[config.mk]
export PLATFORM = sky130hd
export DESIGN_NAME = fcs_flash_ctrl
export DESIGN_NICKNAME = d
export VERILOG_FILES = /design/src/fcs_pkg.sv /design/src/fcs_flash_ctrl.sv
export SDC_FILE = /design/constraint.sdc
export NUM_CORES = 1
export LEC_CHECK = 0
export BUFFER_PORTS_ARGS = -buffer_cell sky130_fd_sc_hd__buf_2
export CAP_MARGIN = 20
export CORE_ASPECT_RATIO = 0.9
export CORE_UTILIZATION = 50
export CTS_BUF_LIST = sky130_fd_sc_hd__clkbuf_16
export CTS_CLUSTER_DIAMETER = 80
export CTS_CLUSTER_SIZE = 20
export DETAILED_ROUTE_END_ITERATION = 12
export PLACE_DENSITY = 0.84
export REMOVE_ABC_BUFFERS = 1
export SKIP_CTS_REPAIR_TIMING = 1
export SLEW_MARGIN = 20
export SYNTH_ARGS = -nofsm -noshare
export SYNTH_HDL_FRONTEND = slang
export SYNTH_SLANG_ARGS = --single-unit
[constraint.sdc]
create_clock -name core_clk -period 7.7 [get_ports core_clk]
set_input_delay 1.155 -clock core_clk [delete_from_list [all_inputs] [get_ports core_clk]]
set_output_delay 1.155 -clock core_clk [all_outputs]
set_load 0.01 [all_outputs]
[src/fcs_pkg.sv]
// Package: register map, field positions, commands and types for the flash control block
package fcs_pkg;
   // Register byte offsets on the Avalon-MM slave
   localparam logic [4:0] OFS_CONFIG = 5'h00;
   localparam logic [4:0] OFS_PROTECTION = 5'h04;
   localparam logic [4:0] OFS_STATUS = 5'h08;
   localparam logic [4:0] OFS_COMMAND = 5'h0C;
   localparam logic [4:0] OFS_DIVIDER = 5'h10;
   localparam logic [4:0] OFS_CTRL = 5'h14;
   // Configuration fields
   localparam int CFG_KEY_BIT = 5;
   localparam logic [7:0] CFG_RW_MASK = 8'hE0;
   localparam logic [7:0] CFG_RESET = 8'h00;
   // Protection fields
   localparam int PROT_DIS_BIT = 0;
   // Status fields
   localparam int ST_CBEF = 7;
   localparam int ST_CCF = 6;
   localparam int ST_PVIOL = 5;
   localparam int ST_ACCERR = 4;
   localparam int ST_BLANK = 2;
   // Divider register fields
   localparam int DIV_LOADED_BIT = 7;
   localparam logic [6:0] DIV_RESET = 7'h00;
   // Control register fields
   localparam int CTRL_STOP_BIT = 0;
   localparam int CTRL_ERASED_BIT = 1;
   // Commands
   localparam logic [7:0] CMD_BLANK = 8'h05;
   localparam logic [7:0] CMD_BYTE_PROG = 8'h20;
   localparam logic [7:0] CMD_BURST_PROG = 8'h25;
   localparam logic [7:0] CMD_PAGE_ERASE = 8'h40;
   localparam logic [7:0] CMD_MASS_ERASE = 8'h41;
   localparam logic [7:0] CMD_RESET = 8'h00;
   // Flash geometry and protection granularity
   localparam int ADDR_W = 16;
   localparam int PAGE_BITS = 9;
   localparam logic [15:0] ERASED_BYTE = 16'h00FF;
   // Timing of array operations
   localparam int OP_TIME_NS = 5000;
   localparam int CLK_PERIOD_NS = 100;
   localparam logic [7:0] OP_CYCLES = 8'(OP_TIME_NS / CLK_PERIOD_NS);
   // Security codes
   localparam logic [1:0] SEC_UNSECURED = 2'b10;
   localparam logic [1:0] SEC_RESET = 2'b00;
   typedef enum logic [1:0] {FCS_IDLE, FCS_BUSY} fcs_phase_t;
   // Write into the backdoor key window from the CPU side
   typedef struct packed {
      logic valid;
      logic [ADDR_W-1:0] addr;
      logic [7:0] data;
   } fcs_arr_wr_t;
   typedef struct packed {
      logic [2:0] cfg;
      logic [7:0] prot;
      logic cbef;
      logic ccf;
      logic pviol;
      logic accerr;
      logic blank;
      logic [7:0] cmd;
      logic [6:0] div;
      logic div_loaded;
      logic staged;
      logic [ADDR_W-1:0] st_addr;
      logic [7:0] st_data;
      logic pend;
      logic [7:0] pend_cmd;
      logic [ADDR_W-1:0] pend_addr;
      logic [7:0] pend_data;
      fcs_phase_t phase;
      logic [7:0] op_cmd;
      logic [7:0] timer;
      logic [1:0] sec;
      logic key_strobe;
      logic arr_strobe;
      logic [ADDR_W-1:0] arr_addr;
      logic [7:0] arr_data;
      logic waitreq;
      logic [31:0] rdata;
      logic prot_load;
   } fcs_state_t;
endpackage

[src/fcs_flash_ctrl.sv]
// Flash command, status and protection register block with Avalon-MM slave
//
// Added by the designer: the Avalon-MM slave port and the placing of the registers.
`timescale 1ns/1ps
// What this block does
// - Key-access bit 0: key-window writes start a program or erase command.
// - Key-access bit 1: key-window writes are key compares; array reads invalid.
// - Config bits 7..5 read/write; bits 4..0 read zero, ignore writes.
// - Protection loaded from nonvolatile byte at reset; program writes ignored.
// - Debug-port writes to protection register are accepted.
// - Boundary select sets unprotected top region; protected program/erase refused.
// - Disable bit 0 protects selected block; 1 protects nothing.
// - Status bits 3, 1, 0 read zero and ignore writes.
// - Writing 1 to buffer-empty launches; it stays clear while a burst waits; burst transfer sets it.
// - Only burst program is buffered; buffer-empty shows room for another.
// - Complete sets when buffer empty and idle; clears on launch; ignores writes.
// - Protection violation sets on protected target, command ignored; write 1 clears.
// - Access error on bad sequence, no divider, or stop; write 1 clears.
// - Blank sets after blank check of erased array; new command clears.
// - Command codes 05, 20, 25, 40 (512-byte page), 41 recognised.
// - Any other code is illegal and raises access error.
// - Program and erase disabled until divider written; loaded bit shows it.
// - Successful blank check sets security code to unsecured 10.
module fcs_flash_ctrl (
   input wire logic core_clk,
   input wire logic rst,
   input wire logic [4:0] avs_address,
   input wire logic avs_read,
   input wire logic avs_write,
   input wire logic [31:0] avs_writedata,
   input wire logic [3:0] avs_byteenable,
   output logic [31:0] avs_readdata,
   output logic avs_waitrequest,
   input wire fcs_pkg::fcs_arr_wr_t arr_wr,
   input wire logic [7:0] nonvolatile_protection_byte,
   input wire logic dbg_prot_write,
   input wire logic [7:0] dbg_prot_data,
   input wire logic stop_entry,
   input wire logic array_erased,
   output logic key_write_enable,
   output logic key_strobe,
   output logic array_read_invalid,
   output logic arr_strobe,
   output logic [15:0] arr_addr,
   output logic [7:0] arr_data,
   output logic [7:0] arr_cmd,
   output logic [1:0] security_state_code
);
   import fcs_pkg::*;

   fcs_state_t q;
   fcs_state_t n;
   logic wr_acc;
   logic rd_acc;
   logic [7:0] wd;
   logic [7:0] rd8;
   logic launch;
   logic cmd_legal;
   logic is_prog;
   logic is_erase;
   logic prot_hit;
   logic [ADDR_W-1:0] boundary;
   logic accept;

   // Protected region is everything below the boundary page
   assign boundary = {q.prot[7:1], {PAGE_BITS{1'b0}}};

   always_comb begin
      n = q;
      n.key_strobe = 1'b0;
      n.arr_strobe = 1'b0;
      wr_acc = avs_write & ~q.waitreq;
      // Read data is captured one cycle early so it stands with the answer
      rd_acc = avs_read & q.waitreq;
      wd = avs_byteenable[0] ? avs_writedata[7:0] : 8'h00;
      launch = 1'b0;
      accept = 1'b0;
      cmd_legal = (q.cmd == CMD_BLANK) || (q.cmd == CMD_BYTE_PROG) ||
         (q.cmd == CMD_BURST_PROG) || (q.cmd == CMD_PAGE_ERASE) ||
         (q.cmd == CMD_MASS_ERASE);
      is_prog = (q.cmd == CMD_BYTE_PROG) || (q.cmd == CMD_BURST_PROG);
      is_erase = (q.cmd == CMD_PAGE_ERASE) || (q.cmd == CMD_MASS_ERASE);
      prot_hit = ~q.prot[PROT_DIS_BIT] && (is_prog || is_erase) &&
         ((q.cmd == CMD_MASS_ERASE) || (q.st_addr < boundary));
      // One wait state per access gives a registered answer
      n.waitreq = ~((avs_read | avs_write) & q.waitreq);
      if (!(avs_read | avs_write)) begin
         n.waitreq = 1'b1;
      end
      // Protection is captured once after reset release
      if (q.prot_load) begin
         n.prot = nonvolatile_protection_byte;
         n.prot_load = 1'b0;
      end else if (dbg_prot_write) begin
         n.prot = dbg_prot_data;
      end
      if (rd_acc) begin
         unique case (avs_address)
            OFS_CONFIG: rd8 = {q.cfg, 5'b00000};
            OFS_PROTECTION: rd8 = q.prot;
            OFS_STATUS: rd8 = {q.cbef, q.ccf, q.pviol, q.accerr, 1'b0,
               q.blank, 2'b00};
            OFS_COMMAND: rd8 = q.cmd;
            OFS_DIVIDER: rd8 = {q.div_loaded, q.div};
            OFS_CTRL: rd8 = {6'h00, q.sec};
            default: rd8 = 8'h00;
         endcase
         n.rdata = {24'h000000, rd8};
      end else begin
         rd8 = 8'h00;
      end
      if (wr_acc && avs_byteenable[0]) begin
         unique case (avs_address)
            OFS_CONFIG: n.cfg = wd[7:5];
            OFS_COMMAND: n.cmd = wd;
            OFS_DIVIDER: begin
               n.div = wd[6:0];
               n.div_loaded = 1'b1;
            end
            OFS_STATUS: begin
               if (wd[ST_PVIOL]) n.pviol = 1'b0;
               if (wd[ST_ACCERR]) n.accerr = 1'b0;
               if (wd[ST_CBEF] && q.cbef) launch = 1'b1;
            end
            default: ;
         endcase
      end
      // Writes into the key window, after the clears so a set wins
      if (arr_wr.valid) begin
         if (q.cfg[CFG_KEY_BIT - 5]) begin
            n.key_strobe = 1'b1;
         end else if (q.cbef) begin
            n.staged = 1'b1;
            n.st_addr = arr_wr.addr;
            n.st_data = arr_wr.data;
         end else begin
            n.accerr = 1'b1;
         end
      end
      if (launch) begin
         n.cbef = 1'b0;
         n.ccf = 1'b0;
         n.staged = 1'b0;
         // Only burst program may wait behind a running command
         if (!cmd_legal || (!q.staged && q.cmd != CMD_MASS_ERASE &&
               q.cmd != CMD_BLANK) || q.accerr || q.pviol ||
               (q.phase == FCS_BUSY && q.cmd != CMD_BURST_PROG)) begin
            n.accerr = 1'b1;
         end else if ((is_prog || is_erase) && !q.div_loaded) begin
            n.accerr = 1'b1;
         end else if (prot_hit) begin
            n.pviol = 1'b1;
         end else begin
            accept = 1'b1;
            n.blank = 1'b0;
         end
         if (!accept && q.phase == FCS_IDLE) begin
            n.cbef = 1'b1;
            n.ccf = 1'b1;
         end else if (!accept) begin
            n.cbef = 1'b1;
         end
      end
      if (accept) begin
         if (q.phase == FCS_IDLE) begin
            n.phase = FCS_BUSY;
            n.op_cmd = q.cmd;
            n.timer = OP_CYCLES;
            n.arr_strobe = 1'b1;
            n.arr_addr = q.st_addr;
            n.arr_data = q.st_data;
            n.cbef = 1'b1;
         end else begin
            // Burst program queued behind the active one
            n.pend = 1'b1;
            n.pend_cmd = q.cmd;
            n.pend_addr = q.st_addr;
            n.pend_data = q.st_data;
         end
      end
      if (q.phase == FCS_BUSY) begin
         if (stop_entry) begin
            n.accerr = 1'b1;
            n.phase = FCS_IDLE;
            n.pend = 1'b0;
            n.cbef = 1'b1;
            n.ccf = 1'b1;
         end else if (q.timer != 8'h00) begin
            n.timer = q.timer - 8'h01;
         end else if (q.pend) begin
            n.pend = 1'b0;
            n.op_cmd = q.pend_cmd;
            n.timer = OP_CYCLES;
            n.arr_strobe = 1'b1;
            n.arr_addr = q.pend_addr;
            n.arr_data = q.pend_data;
            n.cbef = ~launch;
         end else begin
            n.phase = FCS_IDLE;
            n.ccf = n.cbef;
            if (q.op_cmd == CMD_BLANK && array_erased) begin
               n.blank = 1'b1;
               n.sec = SEC_UNSECURED;
            end
         end
      end
   end

   always_ff @(posedge core_clk or posedge rst) begin
      if (rst) begin
         q <= '0;
         q.cfg <= CFG_RESET[7:5];
         q.cbef <= 1'b1;
         q.ccf <= 1'b1;
         q.cmd <= CMD_RESET;
         q.div <= DIV_RESET;
         q.phase <= FCS_IDLE;
         q.sec <= SEC_RESET;
         q.waitreq <= 1'b1;
         q.prot_load <= 1'b1;
      end else begin
         q <= n;
      end
   end

   // Outputs are taken from the state register
   assign avs_readdata = q.rdata;
   assign avs_waitrequest = q.waitreq;
   assign key_write_enable = q.cfg[CFG_KEY_BIT - 5];
   assign array_read_invalid = q.cfg[CFG_KEY_BIT - 5];
   assign key_strobe = q.key_strobe;
   assign arr_strobe = q.arr_strobe;
   assign arr_addr = q.arr_addr;
   assign arr_data = q.arr_data;
   assign arr_cmd = q.op_cmd;
   assign security_state_code = q.sec;
endmodule

Word level (Yosys, flattened, before mapping)
Cells that the tools add are included.
- flip-flop bits (word level): 145
- latch bits: 0
- RAM bits: 0
- memory bits (read-only): 0
- bits of input ports: 89
- output and inout bits: 71
- logic and storage cells: 172
- memories kept: 0
- $add $sub $neg: 1
- multiply operators: 0
- div/mod/pow operators: 0
- order comparisons: 1
- equality and inequality tests: 16
- shifts and indexed selects: 0
- multiplexer cells: 74
- bitwise gates (word level): 13
- reduce and logical (&&, ||, !) cells: 39
- operators by type and width (operator ; number):
    2-to-1 mux 25 bit ; 9
    2-to-1 mux 51 bit ; 1
    one-hot mux 8 bit (6 select lines) ; 1
    2-to-1 mux 1 bit ; 41
    2-to-1 mux 18 bit ; 2
    2-to-1 mux 33 bit ; 1
    2-to-1 mux 8 bit ; 4
    2-to-1 mux 2 bit ; 11
    2-to-1 mux 20 bit ; 1
    equality test 8 x 3 -> 1 bit, second input constant ; 2
    equality test 8 x 6 -> 1 bit, second input constant ; 2
    equality test 8 x 7 -> 1 bit, second input constant ; 2
    < comparator 16 bit ; 1
    2-to-1 mux 16 bit ; 1
    logical OR 1 bit ; 12
    equality test 5 x 4 -> 1 bit, second input constant ; 2
    equality test 5 bit, second input constant ; 2
    logical AND 1 bit ; 10
    2-to-1 mux 10 bit ; 1
    NOT 1 bit ; 9
    inequality test 8 x 3 -> 1 bit, second input constant ; 1
    inequality test 8 x 6 -> 1 bit, second input constant ; 1
    inequality test 8 x 7 -> 1 bit, second input constant ; 1
    AND reduction 2 bit ; 4
    other kinds (14) ; 22

Longest topological paths before layout
- word-level depth: 22
- mapped depth: 10
- depth with buffers taken out: 8

Worst setup path after synthesis
Ideal clock, no wire load.
- path type: input port to flip-flop
- from: in avs_address[4]
- to: reg q[100] in the netlist's numbering
- setup time: 0.128 ns
- arrival time: 2.833 ns
- data required time: 7.572 ns
- path slack: 4.739 ns
- stages on the path: 7
- buffers on the path: 2
- cells stage by stage: buf_2 > nor4b_2 > nand4_1 > nor2_1 > nand3_2 > buf_2 > mux2_1
- word-level cells in the longest chain between the ends: 5
- RTL lines (element ; RTL line ; text):
    start: declaration ; fcs_flash_ctrl.sv:27 ; input wire logic [4:0] avs_address,
    equality test 5 x 4 -> 1 bit ; fcs_flash_ctrl.sv:113 ; unique case (avs_address)
    2-to-1 mux 1 bit ; fcs_flash_ctrl.sv:113 ;
    2-to-1 mux 1 bit ; fcs_flash_ctrl.sv:112 ; if (wr_acc && avs_byteenable[0]) begin
    2-to-1 mux 1 bit ; fcs_flash_ctrl.sv:140 ; if (launch) begin
    AND reduction 2 bit (no line) ; -- ;
    end signal: assignment ; fcs_flash_ctrl.sv:222 ; q <= n;
    end: declaration ; fcs_flash_ctrl.sv:51 ; fcs_state_t q;
No other way between the ends.
A chain may end at the register's enable or synchronous reset.

Worst setup path after layout
- from: in avs_address[4]
- to: reg q[98] in the netlist's numbering
The elaborated chain is that of the path after synthesis.

==> summary.txt <==
Worst setup path
  • R2R Path Start: q[153]
  • Worst endpoint data arrival time: between 3 and 4 ns
  • Setup CP Type: in2reg
  • CP endpoint kind: flop
  • R2R setup slack: 4.27 ns
  • FF-to-FF End: q[98]
  • Required time of the critical path: 7.99 ns
  • Critical Path Start Type: primary input
  • Crit path launch: avs_address[4]
  • CP max FO: 33
  • Reg2Reg Depth: 6

STA
  • Tmin final: 3.64 ns
  • Tcrit/Tclk final: 47.3%
  • Max Transition Viols Final: 0
  • Setup Viol. Count Final: 0
  • Achievable clock frequency: between 200 and 300 MHz
  • Final TNS setup: 0 ns
  • Max-slew headroom: ~36%
  • RSZ-0062 raised after global routing: false
  • Clock Skew: 0.00660 ns
  • Slew @ Worst Pin: about 0.96 ns
  • Final hold vios: 0

Synthesis
  • Post-synth top area cell: dfrtp_1
  • Post-synth top area share: 49.9%
  • Main synth FF type: dfrtp_1
  • Post-synthesis xor/xnor area fraction: 0.619%
  • Largest family of logic cells by synthesized area: multiplexers
  • Multiplexer share of the synthesized area: 12.8%
  • Synth top cells by count: 141 x dfrtp_1, 67 x buf_4, 60 x o21ai_0
  • Yosys reg bits: 145
  • Syn Inst Count: 657
  • Synth area leaders: dfrtp_1 50%, mux2_2 7.2%, buf_4 7.1%
  • Post-synth EDFFs: 0
  • Yosys warns: 0
  • Top-count cell post-synth: dfrtp_1
  • Sequential fraction of the synthesis area: 51.4%
  • Syn avg cell area: 10.8 µm²
  • Simple-Gate Fraction of Synth Area: 12.1%
  • Async S/R FF share, synth: 100%
  • Adder-Cell Fraction of Synth Area: 1.24%
  • Netlist cell types: 56
  • Post-Syn Area: 7070 µm²
  • Synth Area in Compound Gates: 11.5%

Place
  • Placer Congestion: 0.824
  • Number of buffers inserted by port buffering: 107
  • HPWL after detailed placement: 10000 µm
  • Dpl cells: 880

Pwr
  • PD cells: 248 nW/µm²
  • Comb power frac: between 10% and 20%
  • P_int: about 1500 µW
  • Psw: 491 µW
  • LEAKAGE: 0.00399 µW
  • Peak VDD IR: ~0.17 mV
  • Sequential Power Share: 44.3%
  • Total Power: 1980 µW
  • Clock power share: 45.2%
  • Sw Share: 24.7%

Hold path
  • Worst hold path class: reg2reg
  • Worst Hold Endpoint: avs_waitrequest
  • Hold_sp: avs_waitrequest
  • Hold Path Depth: 1

Clocking
  • CTS Buffer Depth: 2
  • Htree depth: 4
  • Clock Latency Late Sink: 0.41 ns
  • Clock-pin slew on the worst setup and hold paths: 0.06 ns
  • Num CTS Buffers: 17
  • Root buffer cell: clkbuf_16
  • CTS tree: built
  • CTS sink cnt: ~150

Die
  • Die Span X: ~130 µm
  • Starting Density: 52.1%
  • Die Area: 14600 µm²
  • # rows: 40
  • Core area: 13600 µm²
  • Die H: 115 µm
  • Io pins: 160

Detailed routing
  • Routed length per instance: 17.1 µm
  • Final ANT Viol Nets: 0
  • Vias/cell: between 5 and 6
  • DR DRC count: 0
  • Initial DRC count: 249
  • DR vias: 5163
  • Drt pass-1 iters: 5
  • Routed wire length: 15600 µm

Finish
  • Area grow syn2layout: 13.0%
  • Final non-filler cell total: 912
  • Share of cells above drive strength 1: 28.9%
  • Post-layout net count: 806
  • Ant. Diodes: 0

Global routing
  • First-pass GRT wire length: 25800 µm
  • Antenna violations before repair: 0
  • Total track usage: 23.0%
  • Number of global-route vias before repair: 5000
  • Largest net degree at the start of global routing: 77
  • GRT overflow: 0

Run status
  • Status: finished clean

Job
  • Maxcap violations: 0
critical path, cell delays in order:
cell     delay [ns]
buf_2          0.18
nor4b_2        0.42
nand4_1        0.44
nor2_1         0.31
nand3_2        0.77
mux2_1         0.63
cells by family (layout without fill, tap and decap cells):
family	Yosys count	after routing
compound gates	134	134
xor+xnor	5	5
fa+ha+maj	7	7
buf+inv	122	163
flops	145	145
mux	82	82
other cells	1	26
simple gates	161	161
metal layers:
layer | global-route usage [%] | wire [µm] | up-vias
li1 | - | - | 2372
met1 | 31.6 | 7020 | 2580
met2 | 36.8 | 7520 | 194
met3 | 4.93 | 852 | 17
met4 | 7.22 | 187 | 0
met5 | 0 | 0 | -
metrics by stage:
| step | setup slack (ns) | hold slack (ns) | cell area [µm²] | utilization, % |
|---|---|---|---|---|
| after floorplan | 2.66 | 0.435 | 6510 | - |
| after global placement | 3.72 | 0.457 | 7340 | 54.1 |
| after detailed placement | 3.66 | 0.470 | 7340 | 54.1 |
| after CTS | 4.09 | 0.477 | 7980 | 58.8 |
| after global routing | 3.81 | 0.482 | 7990 | 58.9 |
| final | 4.06 | 0.477 | 7990 | 58.9 |
flip-flops by register name, indices dropped and copies added (netlist names):
register             count
arr_addr                16
arr_cmd                  8
arr_data                 8
arr_strobe               1
array_read_invalid       1
avs_readdata             8
avs_waitrequest          1
boundary                 7
key_strobe               1
q                       93
security_state_code      1
layout by cell type (no fill, tap or decap), types with 4 or more instances in the layout:
cell type and n:
a31oi_1 29, mux2_2 45, inv_1 17, xnor2_1 4
a21oi_1 13, clkinvlp_4 4, bufinv_16 5, conb_1 26
clkbuf_16 17, nor3_1 12, a222oi_1 4, buf_2 107
and2_1 9, dfstp_2 4, mux2_1 25, mux2i_1 12
o21ai_0 60, buf_4 6, dfrtp_1 141, nand4_1 30
nand2b_1 5, nand2_1 36, ha_1 7, nor2_1 39
area by class of cell:
| cell class | instances | area [µm²] |
|---|---|---|
| fillers | 1100 | 5570 |
| flip-flops and latches | 145 | 3630 |
| multi-input cells | 415 | 2830 |
| repair buffers | 113 | 581 |
| clock buffers | 17 | 425 |
| well taps | 189 | 236 |
| clock inverters | 15 | 215 |
| inverters | 18 | 72.6 |
how the worst max path moves through the flow:
stage / end / slack, ns
3_5_place_dp: q[85] / 3.66
3_3_place_gp: q[86] / 3.72
4_1_cts: q[98] / 4.09
5_1_grt: q[98] / 3.81
6_report: q[98] / 4.06
2_1_floorplan: arr_addr[0] / 2.66
power groups by stage:
stage | Clock, µW | Combinational (µW) | Sequential, µW
2_1_floorplan | 0 | 148 | 875
3_3_place_gp | 0 | 202 | 887
3_5_place_dp | 0 | 211 | 889
4_1_cts | 910 | 212 | 877
5_1_grt | 939 | 234 | 887
6_report | 896 | 209 | 879
Power figures use the tool's default switching activity.
